===== src/logic/cafr_pkg.sv =====
// shared constants, word layouts and helpers of the channel adaptation framer
package cafr_pkg;

  // ----------------------------------------------------------------
  // widths and timing
  // ----------------------------------------------------------------
  localparam int WORD_W = 64;              // channel slot word payload
  localparam int FIFO_DEPTH_DEF = 16;      // transmit buffer words
  localparam int SLOT_DIV_DEF = 4;         // clocks per channel slot
  localparam int REG_AW = 8;               // register address width
  localparam int REG_DW = 32;              // register data width

  // ----------------------------------------------------------------
  // register map (byte addresses)
  // ----------------------------------------------------------------
  localparam logic [7:0] REG_CTRL = 8'h00; // control
  localparam logic [7:0] REG_FILL = 8'h04; // buffer fill level
  localparam logic [7:0] REG_JUST = 8'h08; // negative justifications
  localparam logic [7:0] REG_PKTS = 8'h0c; // packets framed
  localparam int CTRL_EN_BIT = 0;          // packet framer enable
  localparam logic CTRL_EN_RST = 1'b1;     // framer enabled after reset

  // ----------------------------------------------------------------
  // idle special marker and header / trailer layouts
  // ----------------------------------------------------------------
  localparam logic [63:0] IDLE_CODE = 64'h0000_0000_0000_0001;
  localparam int C_BIT = 63;               // control word flag
  localparam int T_BIT = 62;               // header flag
  localparam int CONST_HI = 61;
  localparam int CONST_LO = 56;
  localparam logic [5:0] HDR_CONST = 6'h2a; // fixed header pattern
  localparam logic [5:0] TRL_CONST = 6'h15; // fixed trailer pattern
  localparam int CMI_LO = 40;              // [55:40] channel_mux_id
  localparam int LEN_LO = 24;              // [39:24] length in octets
  localparam int PRI_LO = 20;              // [23:20] priority
  localparam int CRC_LO = 8;               // [39:8] trailer crc
  localparam int CSUM_W = 8;               // [7:0] slot word checksum
  localparam logic [31:0] CRC_INIT = 32'hffff_ffff;
  localparam logic [31:0] CRC_POLY = 32'hedb8_8320; // reflected form

  // ----------------------------------------------------------------
  // carriers
  // ----------------------------------------------------------------
  typedef struct packed {
    logic special;                         // special marker flag
    logic [WORD_W-1:0] data;               // slot word
  } cafr_chword_type;

  typedef struct packed {
    logic sop;                             // first data word of packet
    logic eop;                             // last data word of packet
    logic [15:0] cmi;                      // channel_mux_id
    logic [15:0] len;                      // packet_length_octets
    logic [3:0] pri;                       // packet_priority
    logic [WORD_W-1:0] data;               // payload word
  } cafr_pktword_type;

  localparam cafr_chword_type IDLE_WORD = '{special: 1'b1, data: IDLE_CODE};

  typedef enum logic [1:0] {
    ST_IDLE, ST_DATA, ST_TRAIL
  } cafr_txstate_type;

  // xor of the bytes above the checksum field
  function automatic logic [7:0] cafr_csum(input logic [63:0] w);
    logic [7:0] acc;
    acc = 8'h00;
    for (int i = 1; i < 8; i++) begin
      acc = acc ^ w[i*8 +: 8];
    end
    return acc;
  endfunction

endpackage


===== src/logic/cafr_top.sv =====
// channel adaptation: raw source/sink and packet framing source
//
// Overview of operation
// - raw source passes data without framing
// - idle request replaces data with idle marker
// - raw sink flags idle markers to application
// - packet source tracks transmit buffer fill level
// - empty buffer in data slot sends idle
// - crc-32 computed over packet data words
// - slot checksum placed in header and trailer
// - state machine flags header and trailer slots
// - header holds constants, id, length, priority, C/T
// - trailer holds constants, crc, checksum, C bit
// - output mux picks header, trailer or data
module cafr_top import cafr_pkg::*; #(
  parameter int FIFO_DEPTH = FIFO_DEPTH_DEF, // transmit buffer words
  parameter int SLOT_DIV = SLOT_DIV_DEF      // clocks per slot
) (
  input wire logic clk_sys,                // 100 MHz system clock
  input wire logic arst_n,                 // async reset, active low
  // raw source
  input wire cafr_chword_type raw_src_word, // application word
  input wire logic raw_src_valid,          // application word strobe
  input wire logic raw_idle_insert_request, // replace word by idle
  input wire logic raw_src_psi,            // application protection status
  input wire logic raw_server_fail_in,     // application fail
  output cafr_chword_type raw_ch_word,     // word toward channel
  output logic raw_ch_valid,               // channel word strobe
  output logic raw_ch_psi,                 // protection status out
  output logic raw_trail_fail_out,         // fail toward channel
  // raw sink
  input wire cafr_chword_type snk_ch_word, // word from channel
  input wire logic snk_ch_valid,           // channel word strobe
  input wire logic snk_ch_psi,             // channel protection status
  input wire logic snk_ch_trail_fail,      // channel trail fail
  output cafr_chword_type snk_app_word,    // word to application
  output logic snk_app_valid,              // application word strobe
  output logic snk_app_psi,                // protection status out
  output logic idle_detect_ind,            // current word is idle
  output logic snk_server_fail_out,        // fail to application
  // packet source
  input wire cafr_pktword_type pkt_in,     // packet word with header info
  input wire logic pkt_in_valid,           // packet word offered
  output logic pkt_in_ready,               // buffer accepts word
  input wire logic pkt_idle_insert_request, // replace slot by idle
  input wire logic server_fail_in,         // application fail
  output cafr_chword_type pkt_ch_word,     // framed word toward channel
  output logic pkt_ch_valid,               // one pulse per slot
  output logic header_slot_active,         // header in this slot
  output logic trailer_slot_active,        // trailer in this slot
  output logic protection_status_ind,      // always low
  output logic trail_fail_out,             // fail toward channel
  output logic [31:0] packet_crc_value,    // crc of last packet
  output logic [7:0] slot_word_checksum,   // low byte of slot word, checksum in header/trailer
  output logic [$clog2(FIFO_DEPTH+1)-1:0] fill_level, // buffer level
  output logic neg_just_pulse,             // idle sent for empty buffer
  // register port
  input wire logic [REG_AW-1:0] reg_addr,  // register byte address
  input wire logic [REG_DW-1:0] reg_wdata, // write data
  input wire logic reg_wr,                 // write strobe
  input wire logic reg_rd,                 // read strobe
  output logic [REG_DW-1:0] reg_rdata      // read data, next cycle
);
  localparam int FW = $bits(cafr_pktword_type);
  localparam int LW = $clog2(FIFO_DEPTH+1);
  localparam int DW = $clog2(SLOT_DIV);

  // ----------------------------------------------------------------
  // raw null-mapping source and sink
  // ----------------------------------------------------------------
  cafr_chword_type raw_ch_word_ff;         // registered channel word
  logic raw_ch_valid_ff;
  logic raw_ch_psi_ff;
  logic raw_trail_fail_ff;
  cafr_chword_type snk_app_word_ff;        // registered app word
  logic snk_app_valid_ff;
  logic snk_app_psi_ff;
  logic idle_detect_ff;
  logic snk_fail_ff;
  // idle marker overrides the word, else straight through
  wire cafr_chword_type nxt_raw_word =
    raw_idle_insert_request ? IDLE_WORD : raw_src_word;
  wire nxt_idle_det = (snk_ch_word == IDLE_WORD);

  // raw paths: one register stage, no framing
  always_ff @(posedge clk_sys or negedge arst_n) begin
    if (!arst_n) begin
      raw_ch_word_ff <= '0;
      raw_ch_valid_ff <= 1'b0;
      raw_ch_psi_ff <= 1'b0;
      raw_trail_fail_ff <= 1'b0;
      snk_app_word_ff <= '0;
      snk_app_valid_ff <= 1'b0;
      snk_app_psi_ff <= 1'b0;
      idle_detect_ff <= 1'b0;
      snk_fail_ff <= 1'b0;
    end else begin
      if (raw_src_valid) raw_ch_word_ff <= nxt_raw_word;
      raw_ch_valid_ff <= raw_src_valid;
      raw_ch_psi_ff <= raw_src_psi;
      raw_trail_fail_ff <= raw_server_fail_in;
      if (snk_ch_valid) begin
        snk_app_word_ff <= snk_ch_word;
        idle_detect_ff <= nxt_idle_det;
      end
      snk_app_valid_ff <= snk_ch_valid;
      snk_app_psi_ff <= snk_ch_psi;
      snk_fail_ff <= snk_ch_trail_fail;
    end
  end

  // ----------------------------------------------------------------
  // slot timing and transmit buffer
  // ----------------------------------------------------------------
  logic [DW-1:0] div_ff;                   // slot divider
  wire slot_tick = (div_ff == DW'(SLOT_DIV-1));
  always_ff @(posedge clk_sys or negedge arst_n) begin
    if (!arst_n) div_ff <= '0;
    else div_ff <= slot_tick ? '0 : DW'(div_ff + 1'b1);
  end

  cafr_pktword_type head;                  // oldest buffered word
  logic head_valid;
  logic pop;
  logic [LW-1:0] fifo_count;
  logic [FW-1:0] head_bits;
  assign head = cafr_pktword_type'(head_bits);

  cafr_fifo #(.W(FW), .DEPTH(FIFO_DEPTH)) u_fifo (
    .clk_sys(clk_sys),
    .arst_n(arst_n),
    .in_data(FW'(pkt_in)),
    .in_valid(pkt_in_valid),
    .in_ready(pkt_in_ready),
    .out_data(head_bits),
    .out_valid(head_valid),
    .out_ready(pop),
    .count(fifo_count)
  );

  // ----------------------------------------------------------------
  // registers
  // ----------------------------------------------------------------
  logic ctrl_en_ff;                        // framer enable
  logic [31:0] just_cnt_ff;                // negative justifications
  logic [31:0] pkt_cnt_ff;                 // packets framed
  logic [REG_DW-1:0] rdata_ff;
  wire sel_ctrl = (reg_addr == REG_CTRL);
  wire sel_fill = (reg_addr == REG_FILL);
  wire sel_just = (reg_addr == REG_JUST);
  wire sel_pkts = (reg_addr == REG_PKTS);
  logic [REG_DW-1:0] rd_mux;
  // unmapped addresses read as zero
  assign rd_mux = sel_ctrl ? {31'h0, ctrl_en_ff} :
                  sel_fill ? REG_DW'(fifo_count) :
                  sel_just ? just_cnt_ff :
                  sel_pkts ? pkt_cnt_ff : 32'h0;

  always_ff @(posedge clk_sys or negedge arst_n) begin
    if (!arst_n) begin
      ctrl_en_ff <= CTRL_EN_RST;
      rdata_ff <= '0;
    end else begin
      if (reg_wr && sel_ctrl) ctrl_en_ff <= reg_wdata[CTRL_EN_BIT];
      if (reg_rd) rdata_ff <= rd_mux;
    end
  end

  // ----------------------------------------------------------------
  // packet framing state machine
  // ----------------------------------------------------------------
  cafr_txstate_type st_ff;
  cafr_txstate_type nxt_st;
  logic [31:0] crc_ff;                     // running crc of packet
  logic [31:0] crc_step;
  logic [31:0] crc_out_ff;                 // crc carried in trailer
  cafr_chword_type pkt_word_ff;
  logic pkt_valid_ff, hdr_ff, trl_ff, just_ff;
  logic [7:0] csum_ff;
  logic [LW-1:0] fill_ff;
  logic fail_ff;

  cafr_crc32 u_crc (
    .crc_in(crc_ff),
    .data_in(head.data),
    .crc_out(crc_step)
  );

  // control word bodies, checksum field still empty
  wire [63:0] hdr_body = {1'b1, 1'b1, HDR_CONST, head.cmi, head.len,
                          head.pri, 12'h000, 8'h00};
  wire [31:0] crc_final = ~crc_ff;
  wire [63:0] trl_body = {1'b1, 1'b0, TRL_CONST, 16'h0000, crc_final,
                          8'h00};
  wire [63:0] hdr_w = {hdr_body[63:8], cafr_csum(hdr_body)};
  wire [63:0] trl_w = {trl_body[63:8], cafr_csum(trl_body)};

  wire go = slot_tick && !pkt_idle_insert_request;
  wire start_pkt = (st_ff == ST_IDLE) && ctrl_en_ff && head_valid &&
                   head.sop;
  wire stray = (st_ff == ST_IDLE) && head_valid && !head.sop;
  wire send_data = (st_ff == ST_DATA) && head_valid;
  wire nxt_hdr = go && start_pkt;
  wire nxt_trl = go && (st_ff == ST_TRAIL);
  wire nxt_just = go && (st_ff == ST_DATA) && !head_valid;
  assign pop = go && (send_data || stray);
  // stray words outside a packet are dropped, never framed

  // output selection: header, trailer, data, else idle marker
  wire cafr_chword_type nxt_word =
    nxt_hdr ? '{special: 1'b0, data: hdr_w} :
    nxt_trl ? '{special: 1'b0, data: trl_w} :
    (go && send_data) ? '{special: 1'b0, data: head.data} :
    IDLE_WORD;

  always_comb begin
    nxt_st = st_ff;
    case (st_ff)
      ST_IDLE: if (nxt_hdr) nxt_st = ST_DATA;
      ST_DATA: if (go && send_data && head.eop) nxt_st = ST_TRAIL;
      ST_TRAIL: if (go) nxt_st = ST_IDLE;
      default: nxt_st = ST_IDLE;
    endcase
  end

  // state, crc and slot outputs move only on slot ticks
  always_ff @(posedge clk_sys or negedge arst_n) begin
    if (!arst_n) begin
      st_ff <= ST_IDLE;
      crc_ff <= CRC_INIT;
      crc_out_ff <= '0;
      pkt_word_ff <= '0;
      hdr_ff <= 1'b0;
      trl_ff <= 1'b0;
      csum_ff <= '0;
    end else if (slot_tick) begin
      st_ff <= nxt_st;
      if (nxt_hdr) crc_ff <= CRC_INIT;
      else if (go && send_data) crc_ff <= crc_step;
      if (nxt_trl) crc_out_ff <= crc_final;
      pkt_word_ff <= nxt_word;
      hdr_ff <= nxt_hdr;
      trl_ff <= nxt_trl;
      csum_ff <= nxt_word.data[7:0];
    end
  end

  // per-slot strobes, fill tracking, counters and fail forwarding
  always_ff @(posedge clk_sys or negedge arst_n) begin
    if (!arst_n) begin
      pkt_valid_ff <= 1'b0;
      just_ff <= 1'b0;
      fill_ff <= '0;
      fail_ff <= 1'b0;
      just_cnt_ff <= '0;
      pkt_cnt_ff <= '0;
    end else begin
      pkt_valid_ff <= slot_tick;
      just_ff <= nxt_just;
      fill_ff <= fifo_count;
      fail_ff <= server_fail_in;
      if (nxt_just) just_cnt_ff <= just_cnt_ff + 32'h1;
      if (nxt_trl) pkt_cnt_ff <= pkt_cnt_ff + 32'h1;
    end
  end

  // ----------------------------------------------------------------
  // outputs
  // ----------------------------------------------------------------
  assign raw_ch_word = raw_ch_word_ff;
  assign raw_ch_valid = raw_ch_valid_ff;
  assign raw_ch_psi = raw_ch_psi_ff;
  assign raw_trail_fail_out = raw_trail_fail_ff;
  assign snk_app_word = snk_app_word_ff;
  assign snk_app_valid = snk_app_valid_ff;
  assign snk_app_psi = snk_app_psi_ff;
  assign idle_detect_ind = idle_detect_ff;
  assign snk_server_fail_out = snk_fail_ff;
  assign pkt_ch_word = pkt_word_ff;
  assign pkt_ch_valid = pkt_valid_ff;
  assign header_slot_active = hdr_ff;
  assign trailer_slot_active = trl_ff;
  assign protection_status_ind = 1'b0;
  assign trail_fail_out = fail_ff;
  assign packet_crc_value = crc_out_ff;
  assign slot_word_checksum = csum_ff;
  assign fill_level = fill_ff;
  assign neg_just_pulse = just_ff;
  assign reg_rdata = rdata_ff;
endmodule // cafr_top


===== src/logic/cafr_fifo.sv =====
// transmit buffer: parameterised flip-flop fifo with valid/ready
module cafr_fifo #(
  parameter int W = 8,                     // word width
  parameter int DEPTH = 16                 // number of words
) (
  input wire logic clk_sys,                // system clock
  input wire logic arst_n,                 // async reset, active low
  input wire logic [W-1:0] in_data,        // word to store
  input wire logic in_valid,               // store request
  output logic in_ready,                   // room for a word
  output logic [W-1:0] out_data,           // oldest word
  output logic out_valid,                  // oldest word present
  input wire logic out_ready,              // consumer takes word
  output logic [$clog2(DEPTH+1)-1:0] count // words held
);
  localparam int PW = $clog2(DEPTH);
  localparam int CW = $clog2(DEPTH+1);

  logic [W-1:0] mem_ff [DEPTH];            // storage
  logic [PW-1:0] wr_ff, rd_ff;             // pointers
  logic [CW-1:0] cnt_ff;                   // fill level
  logic rdy_ff;                            // registered not-full
  wire push = in_valid && rdy_ff;
  wire pop = out_ready && (cnt_ff != '0);
  wire [CW-1:0] nxt_cnt = CW'(cnt_ff + CW'(push) - CW'(pop));
  wire [PW-1:0] nxt_wr = (wr_ff == PW'(DEPTH-1)) ? '0 : PW'(wr_ff + 1'b1);
  wire [PW-1:0] nxt_rd = (rd_ff == PW'(DEPTH-1)) ? '0 : PW'(rd_ff + 1'b1);

  assign in_ready = rdy_ff;
  assign out_valid = (cnt_ff != '0);
  assign out_data = mem_ff[rd_ff];
  assign count = cnt_ff;

  // pointers and level; ready stays registered so it never loops back
  always_ff @(posedge clk_sys or negedge arst_n) begin
    if (!arst_n) begin
      wr_ff <= '0;
      rd_ff <= '0;
      cnt_ff <= '0;
      rdy_ff <= 1'b1;
    end else begin
      if (push) wr_ff <= nxt_wr;
      if (pop) rd_ff <= nxt_rd;
      cnt_ff <= nxt_cnt;
      rdy_ff <= (nxt_cnt != CW'(DEPTH));
    end
  end

  // storage has no reset, only written words are ever read
  always_ff @(posedge clk_sys) begin
    if (push) mem_ff[wr_ff] <= in_data;
  end

endmodule // cafr_fifo


===== src/logic/cafr_crc32.sv =====
// one 64-bit step of the reflected crc-32 over a data slot word
module cafr_crc32 import cafr_pkg::*; (
  input wire logic [31:0] crc_in,          // running remainder
  input wire logic [63:0] data_in,         // slot word, lsb first
  output logic [31:0] crc_out              // remainder after word
);
  // bit-serial loop unrolled by the tool; one word per slot is ample
  always_comb begin
    logic [31:0] c;
    c = crc_in;
    for (int i = 0; i < 64; i++) begin
      if (c[0] ^ data_in[i]) c = (c >> 1) ^ CRC_POLY;
      else c = c >> 1;
    end
    crc_out = c;
  end

endmodule // cafr_crc32


===== config.mk =====
export PLATFORM = sky130hd
export DESIGN_NAME = cafr_top
export DESIGN_NICKNAME = d
export VERILOG_FILES = /design/src/logic/cafr_pkg.sv /design/src/logic/cafr_top.sv /design/src/logic/cafr_fifo.sv /design/src/logic/cafr_crc32.sv
export SDC_FILE = /design/constraint.sdc
export NUM_CORES = 2
export LEC_CHECK = 0
export BUFFER_PORTS_ARGS = -buffer_cell sky130_fd_sc_hd__buf_2
export CAP_MARGIN = 20
export CORE_MARGIN = 2
export CORE_UTILIZATION = 50
export DETAILED_ROUTE_END_ITERATION = 16
export PLACE_DENSITY = 0.72
export SKIP_LAST_GASP = 1
export SYNTH_ARGS = -nofsm -noshare
export SYNTH_HDL_FRONTEND = slang
export SYNTH_SLANG_ARGS = --single-unit

===== constraint.sdc =====
create_clock -name clk_sys -period 16.75 [get_ports clk_sys]
set_input_delay 1.675 -clock clk_sys [delete_from_list [all_inputs] [get_ports clk_sys]]
set_output_delay 1.675 -clock clk_sys [all_outputs]
set_load 0.03 [all_outputs]

# Word level (Yosys, flattened, before mapping)
# Memories as Yosys holds them, arrays and structs flattened.
# Cells that the tools add are included.
dict set report totals {
  word_cells 302
  input_bits 286
  mem_bits_rw 1632
  n_memories 1
  regBits 399
}
dict set report op_classes {
  eq_ne 13
  n_addsub 7
  muxes 83
  n_reduce_logical 28
  bitwise 138
}
# name depth width rd rd_clocked_by_memory_dff write_ports line
set memory_table {}
lappend memory_table {u_fifo.mem_ff 16 102 1 0 1 cafr_fifo.sv:19} ;# logic [W-1:0] mem_ff [DEPTH];
# op count
set ops {}
lappend ops {{32-bit 2-to-1 mux} 70}
lappend ops {{13-bit NOT with 14-bit output} 64}
lappend ops {{65-bit 2-to-1 mux} 4}
lappend ops {{65-bit equality test, second input constant} 1}
lappend ops {{32-bit by 1-bit adder with 32-bit output, second input constant} 2}
lappend ops {{1-bit XOR} 64}
lappend ops {{8-bit XOR} 7}
lappend ops {{32-bit NOT} 1}
lappend ops {{1-bit logical AND} 17}
lappend ops {{8-bit by 4-bit equality test with 1-bit output, second input constant} 2}
lappend ops {{4-bit by 1-bit adder with 4-bit output, second input constant} 2}
lappend ops {{4-bit equality test, second input constant} 2}
lappend ops {{8-bit by 3-bit equality test with 1-bit output, second input constant} 1}
lappend ops {{8-bit zero test} 1}
lappend ops {{2-bit 2-to-1 mux} 4}
lappend ops {{4-bit 2-to-1 mux} 2}
lappend ops {{2-bit case mux with 3 select lines} 1}
lappend ops {{5-bit by 1-bit adder with 5-bit output} 1}
lappend ops {{5-bit inequality test, second input constant} 1}
lappend ops {{5-bit NOT} 1}
lappend ops {{5-bit nonzero test} 1}
lappend ops {{5-bit by 1-bit subtractor with 5-bit output} 1}
lappend ops {{2-bit equality test, second input constant} 2}
lappend ops {{2-bit inequality test, second input constant} 2}
lappend ops {{11 further kinds} 15}

# Longest topological paths before layout
# An unclocked memory read counts as a cell.
dict set report logic_depth {
  ltp_word 131
  ltp_mapped 32
  mapped_depth_nobuf 18
}

# Hierarchy
# A second synthesis with hierarchy kept.
dict set report hier_totals {
  hier_cells 4727
  area_unflattened_um2 86588.0
}
# module cells_per_inst instances seq_area_each_um2 area_per_inst_um2
set by_module_without_submodules {}
lappend by_module_without_submodules {cafr_fifo 2805 1 49358.6 63021.7}
lappend by_module_without_submodules {cafr_top 1369 1 9475.3 16034.1}
lappend by_module_without_submodules {cafr_crc32 553 1 0.0 7532.2}

# Worst setup path after synthesis
# No wires, ideal clock.
dict set report synth_path {
  kind {input to register}
  startpoint {input port pkt_in_valid}
  endpoint {memory u_fifo.mem_ff[3][0] (netlist bit), enable pin}
  path_stages 4
  t_arrival_ps 8917
  required_ps 16062
  path_slack_ps 7145
  cell_sequence {nand2_1 clkinv_1 nand2_1 nor3_1}
}
dict set report synth_via {
  elab_chain_len 3
}
# item line
set synth_lines {}
lappend synth_lines {{start: declaration} cafr_top.sv:43} ;# input wire logic pkt_in_valid,
lappend synth_lines {{1-bit logical AND} cafr_fifo.sv:23} ;# wire push = in_valid && rdy_ff;
lappend synth_lines {{net u_fifo.push} cafr_fifo.sv:23}
lappend synth_lines {{1-bit 2-to-1 mux} cafr_fifo.sv:51} ;# if (push) mem_ff[wr_ff] <= in_data;
lappend synth_lines {{1-bit 2-to-1 mux (not written as such)} cafr_fifo.sv:51}
lappend synth_lines {{end: declaration} cafr_fifo.sv:19}
# The timed path passes the listed nets, and every way through them passes these cells.

# Worst setup path in the final report
dict set report layout_path {
  startpoint {register u_fifo.rd_ff[1]}
  endpoint {register crc_ff[16]}
}
dict set report layout_via {
  elab_chain_len 95
}
# item line
set layout_lines {}
lappend layout_lines {{start: declaration} cafr_fifo.sv:20} ;# logic [PW-1:0] wr_ff, rd_ff;
lappend layout_lines {{start signal: assignment} cafr_fifo.sv:43} ;# if (pop) rd_ff <= nxt_rd;
lappend layout_lines {{memory read 16 x 102 bit *} --}
lappend layout_lines {{1-bit XOR} cafr_crc32.sv:12} ;# if (c[0] ^ data_in[i]) c = (c >> 1) ^ CRC_POLY;
lappend layout_lines {{32-bit 2-to-1 mux} cafr_crc32.sv:12}
lappend layout_lines {{13-bit NOT with 14-bit output (no source line) or 32-bit 2-to-1 mux (tied branches)} --}
lappend layout_lines {{32-bit 2-to-1 mux} cafr_crc32.sv:12}
lappend layout_lines {{13-bit NOT with 14-bit output (no source line) or 32-bit 2-to-1 mux (tied branches)} --}
lappend layout_lines {{32-bit 2-to-1 mux} cafr_crc32.sv:12}
lappend layout_lines {{32-bit 2-to-1 mux or 13-bit NOT with 14-bit output (tied branches)} --}
lappend layout_lines {{[... 76 more ...]} --}
lappend layout_lines {{13-bit NOT with 14-bit output (no source line)} --}
lappend layout_lines {{32-bit 2-to-1 mux} cafr_crc32.sv:12}
lappend layout_lines {{13-bit NOT with 14-bit output (no source line)} --}
lappend layout_lines {{32-bit 2-to-1 mux} cafr_crc32.sv:12}
lappend layout_lines {{13-bit NOT with 14-bit output (no source line)} --}
lappend layout_lines {{32-bit 2-to-1 mux (4 in a row)} cafr_crc32.sv:12}
lappend layout_lines {{32-bit 2-to-1 mux} cafr_top.sv:239} ;# else if (go && send_data) crc_ff <= crc_step;
lappend layout_lines {{32-bit 2-to-1 mux} cafr_top.sv:238} ;# if (nxt_hdr) crc_ff <= CRC_INIT;
lappend layout_lines {{end signal: assignment} cafr_top.sv:239}
lappend layout_lines {{end: declaration} cafr_top.sv:174} ;# logic [31:0] crc_ff;
# Every way passes the cells marked *; elsewhere a longest branch is shown, timed or not. The select of a mux whose other input is x is not followed.
# A chain may end at the register's enable or synchronous reset.

==> results.md <==
- Starting Density: 0.505
- Worst hold slack: 0.443 ns
- Post-synth top area share: 0.572
- Dominant synthesized flop cell: edfxtp_1
- HPWL Detailed: 144000 µm
- RSZ-0062 raised after global routing: false
- Maximum clock path buffer count: 3
- Clk_lat worst skew: 0.87 ns
- CTS Buf Count: 197
- Ys async rst share: 0.193
- Syn_nets: 4751
- Min Tclk post-route: 10.05 ns
- DR pass1 iterations: 6
- Placed inst area: 90800 µm²
- Most frequent cell after synthesis: edfxtp_1
- Design Area, Final: 97500 µm²
- I/O Buffers: 539
- Max_slew headroom: 0.235
- Vias per inst: 6.05
- CTS Hold Buffers Added: 0
- Worst Path Max Fanout: 132
- Worst Max-Slew Pin Slew: 1.15 ns
- DIE WIDTH: 418 µm
- Worst Setup Start Kind: flip-flop
- DRC: 0
- Number of synthesized flops with an enable pin: 1632
- Global route overflow: 0
- Status: complete, no violations
- Top post-synthesis cells by area: edfxtp_1 57%, mux4_2 11%, dfrtp_1 10%
- Max-cap viol count: 0
- Final setup violation count: 0
- Clock Sinks: 2023
- Syn Inst Count: 4450
- Fin Clk Skew: 0.0762 ns
- CTS tree: yes
- CTS root buf: clkbuf_16
- Register area share after synthesis: 0.686
- Fin nets: 5343
- Post-CTS setup buffer count: 0
- All-Layer GR Usage: 0.263
- Setup Crit Path Kind: flip-flop to flip-flop
- Leading area contributor after synthesis: edfxtp_1
- Critical Path RT: 17.52 ns
- Data arrival, critical path: 10.82 ns
- Yosys synthesis warning count: 0
- Worst min path class: flip-flop to flip-flop
- Placed instance count: 7061
- Avg Synthesized Cell Area: 19.3 µm²
- Die Area: 175000 µm²
- Fmax: 99.5 MHz
- Post-Synthesis Cell Area: 85700 µm²
- Final period utilization: 0.600
- Most common library cells after synthesis: 1632 x edfxtp_1, 436 x mux4_2, 357 x dfrtp_1, 306 x xnor2_1, 129 x xor2_1
- CP Capture Type: flip-flop
- Antenna-violating nets left: 0
- DIE HEIGHT: 418 µm
- FP Rows: 151
- Via count: 45200
- Final wirelength: 230000 µm
- Final Max Slew Viols: 0
- Avg WL per Cell: 30.9 µm
- Initial antenna violation count: 67
- I/O pin count: 572
- Global-route wire length before repair: 326000 µm
- Syn-to-layout area delta: 13.8%
- Hold Vio Cnt, Final: 0
- Htree depth: 4
- Layout Cells excl Fill: 7464
- Number of global-route vias before repair: 45200
- Pin count of the biggest net entering global routing: 158
- Seq cells post-synth: 2023
- Post-cts sizing count: 0
- Share of layout cells above drive strength 1: 0.301
- Clk slew on worst S/H paths: 0.06 ns
- Initial DRC count: 5030
- Library cells used by synthesis: 70
- CORE AREA: 170000 µm²
- Routability Congestion: 0.915
- Post-route setup TNS: 0 ns
==> layout by cell type, fill, tap and decap left out, drive strengths merged, types with 104 or more instances in the layout <==
| cell | count |
|---|---|
| buf | 620 |
| clkbuf | 276 |
| mux2 | 107 |
| dfrtp | 357 |
| xnor3 | 139 |
| inv | 104 |
| edfxtp | 1632 |
| xor2 | 143 |
| mux4 | 436 |
| o21ai | 132 |
| xnor2 | 336 |
| nand2 | 106 |
==> path summary, 6_finish.rpt <==
kind | depth (start not counted) | end | start | slack (ns)
min reg2reg | 1 | div_ff[0] | div_ff[0] | 0.44
max in group asynchronous | 4 | pkt_ch_word[27] | arst_n | 13.07
min in group asynchronous | 1 | snk_app_word[17] | arst_n | 0.82
max | 20 | crc_ff[16] | u_fifo.rd_ff[1] | 6.70
min | 1 | div_ff[0] | div_ff[0] | 0.44
max reg2reg | 20 | crc_ff[16] | u_fifo.rd_ff[1] | 6.70
==> critical path, stage by stage, from the launching register on <==
cell and delay, ns:
dfrtp_4 0.79, buf_4 0.78, buf_12 0.61, mux2i_1 0.17, a22oi_1 0.21, o221ai_1 0.13, a21oi_1 0.76, xnor2_1 0.47
xor2_1 0.40, xnor3_1 0.70, xnor2_4 0.38, xnor3_1 0.54, xnor2_2 0.50, xnor3_1 0.43, xnor2_1 0.27, xnor3_2 0.39
xor3_2 0.49, xnor3_1 0.73, xnor3_1 0.53, xor3_1 0.38, o22a_1 0.18
==> registers in the layout, indices dropped and copies added (netlist names), 4 cells and up <==
name	cells
u_fifo.mem_ff	1632
pkt_ch_word	65
raw_ch_word	65
snk_app_word	65
crc_ff	32
just_cnt_ff	32
packet_crc_value	32
pkt_cnt_ff	32
reg_rdata	32
fill_level	5
u_fifo.count	5
u_fifo.rd_ff	4
u_fifo.wr_ff	4
==> kinds of logic (layout without fill, tap and decap cells) <==
kind of cell             count (synthesis)  after routing  synth area share
adder cells (fa/ha/maj)                 15             15           0.00228
other                                    1             38         0.0000437
buffers and inverters                  326           1085            0.0181
XOR/XNOR                               646            646            0.0992
multiplexers                           617            617             0.137
AO/OA/AOI/OAI                          411            411            0.0321
AND/OR/NAND/NOR                        411            411            0.0246
flip-flops                            2023           2023             0.686
==> per-stage QoR <==
stage	util	worst slack (ns)
floorplan	-	7.15
global placement	0.535	6.79
global route	0.574	6.46
finish	0.574	6.70
CTS	0.574	6.80
detailed placement	0.535	6.80
==> per-layer routing <==
metal / GRT usage / vias to the layer above / routed length (µm)
met2: 0.433 / 2216 / 115000
met3: 0.0534 / 541 / 17500
li1: - / 18800 / -
met4: 0.160 / 28 / 15000
met1: 0.321 / 23600 / 82600
met5: 0.00139 / - / 172
==> area by class of cell <==
| class | count | area, µm² |
|---|---|---|
| fill | 12400 | 72300 |
| sequential | 2023 | 58800 |
| multi-input combinational | 2101 | 25500 |
| clock buffer | 276 | 5600 |
| timing repair buffer | 620 | 3370 |
| tap | 2218 | 2780 |
| clock inverter | 90 | 1000 |
| inverter | 99 | 377 |
| antenna | 37 | 92.6 |
Power is not shown: default switching activity piles up to over one toggle a cycle in this logic, so the estimate is an artifact.
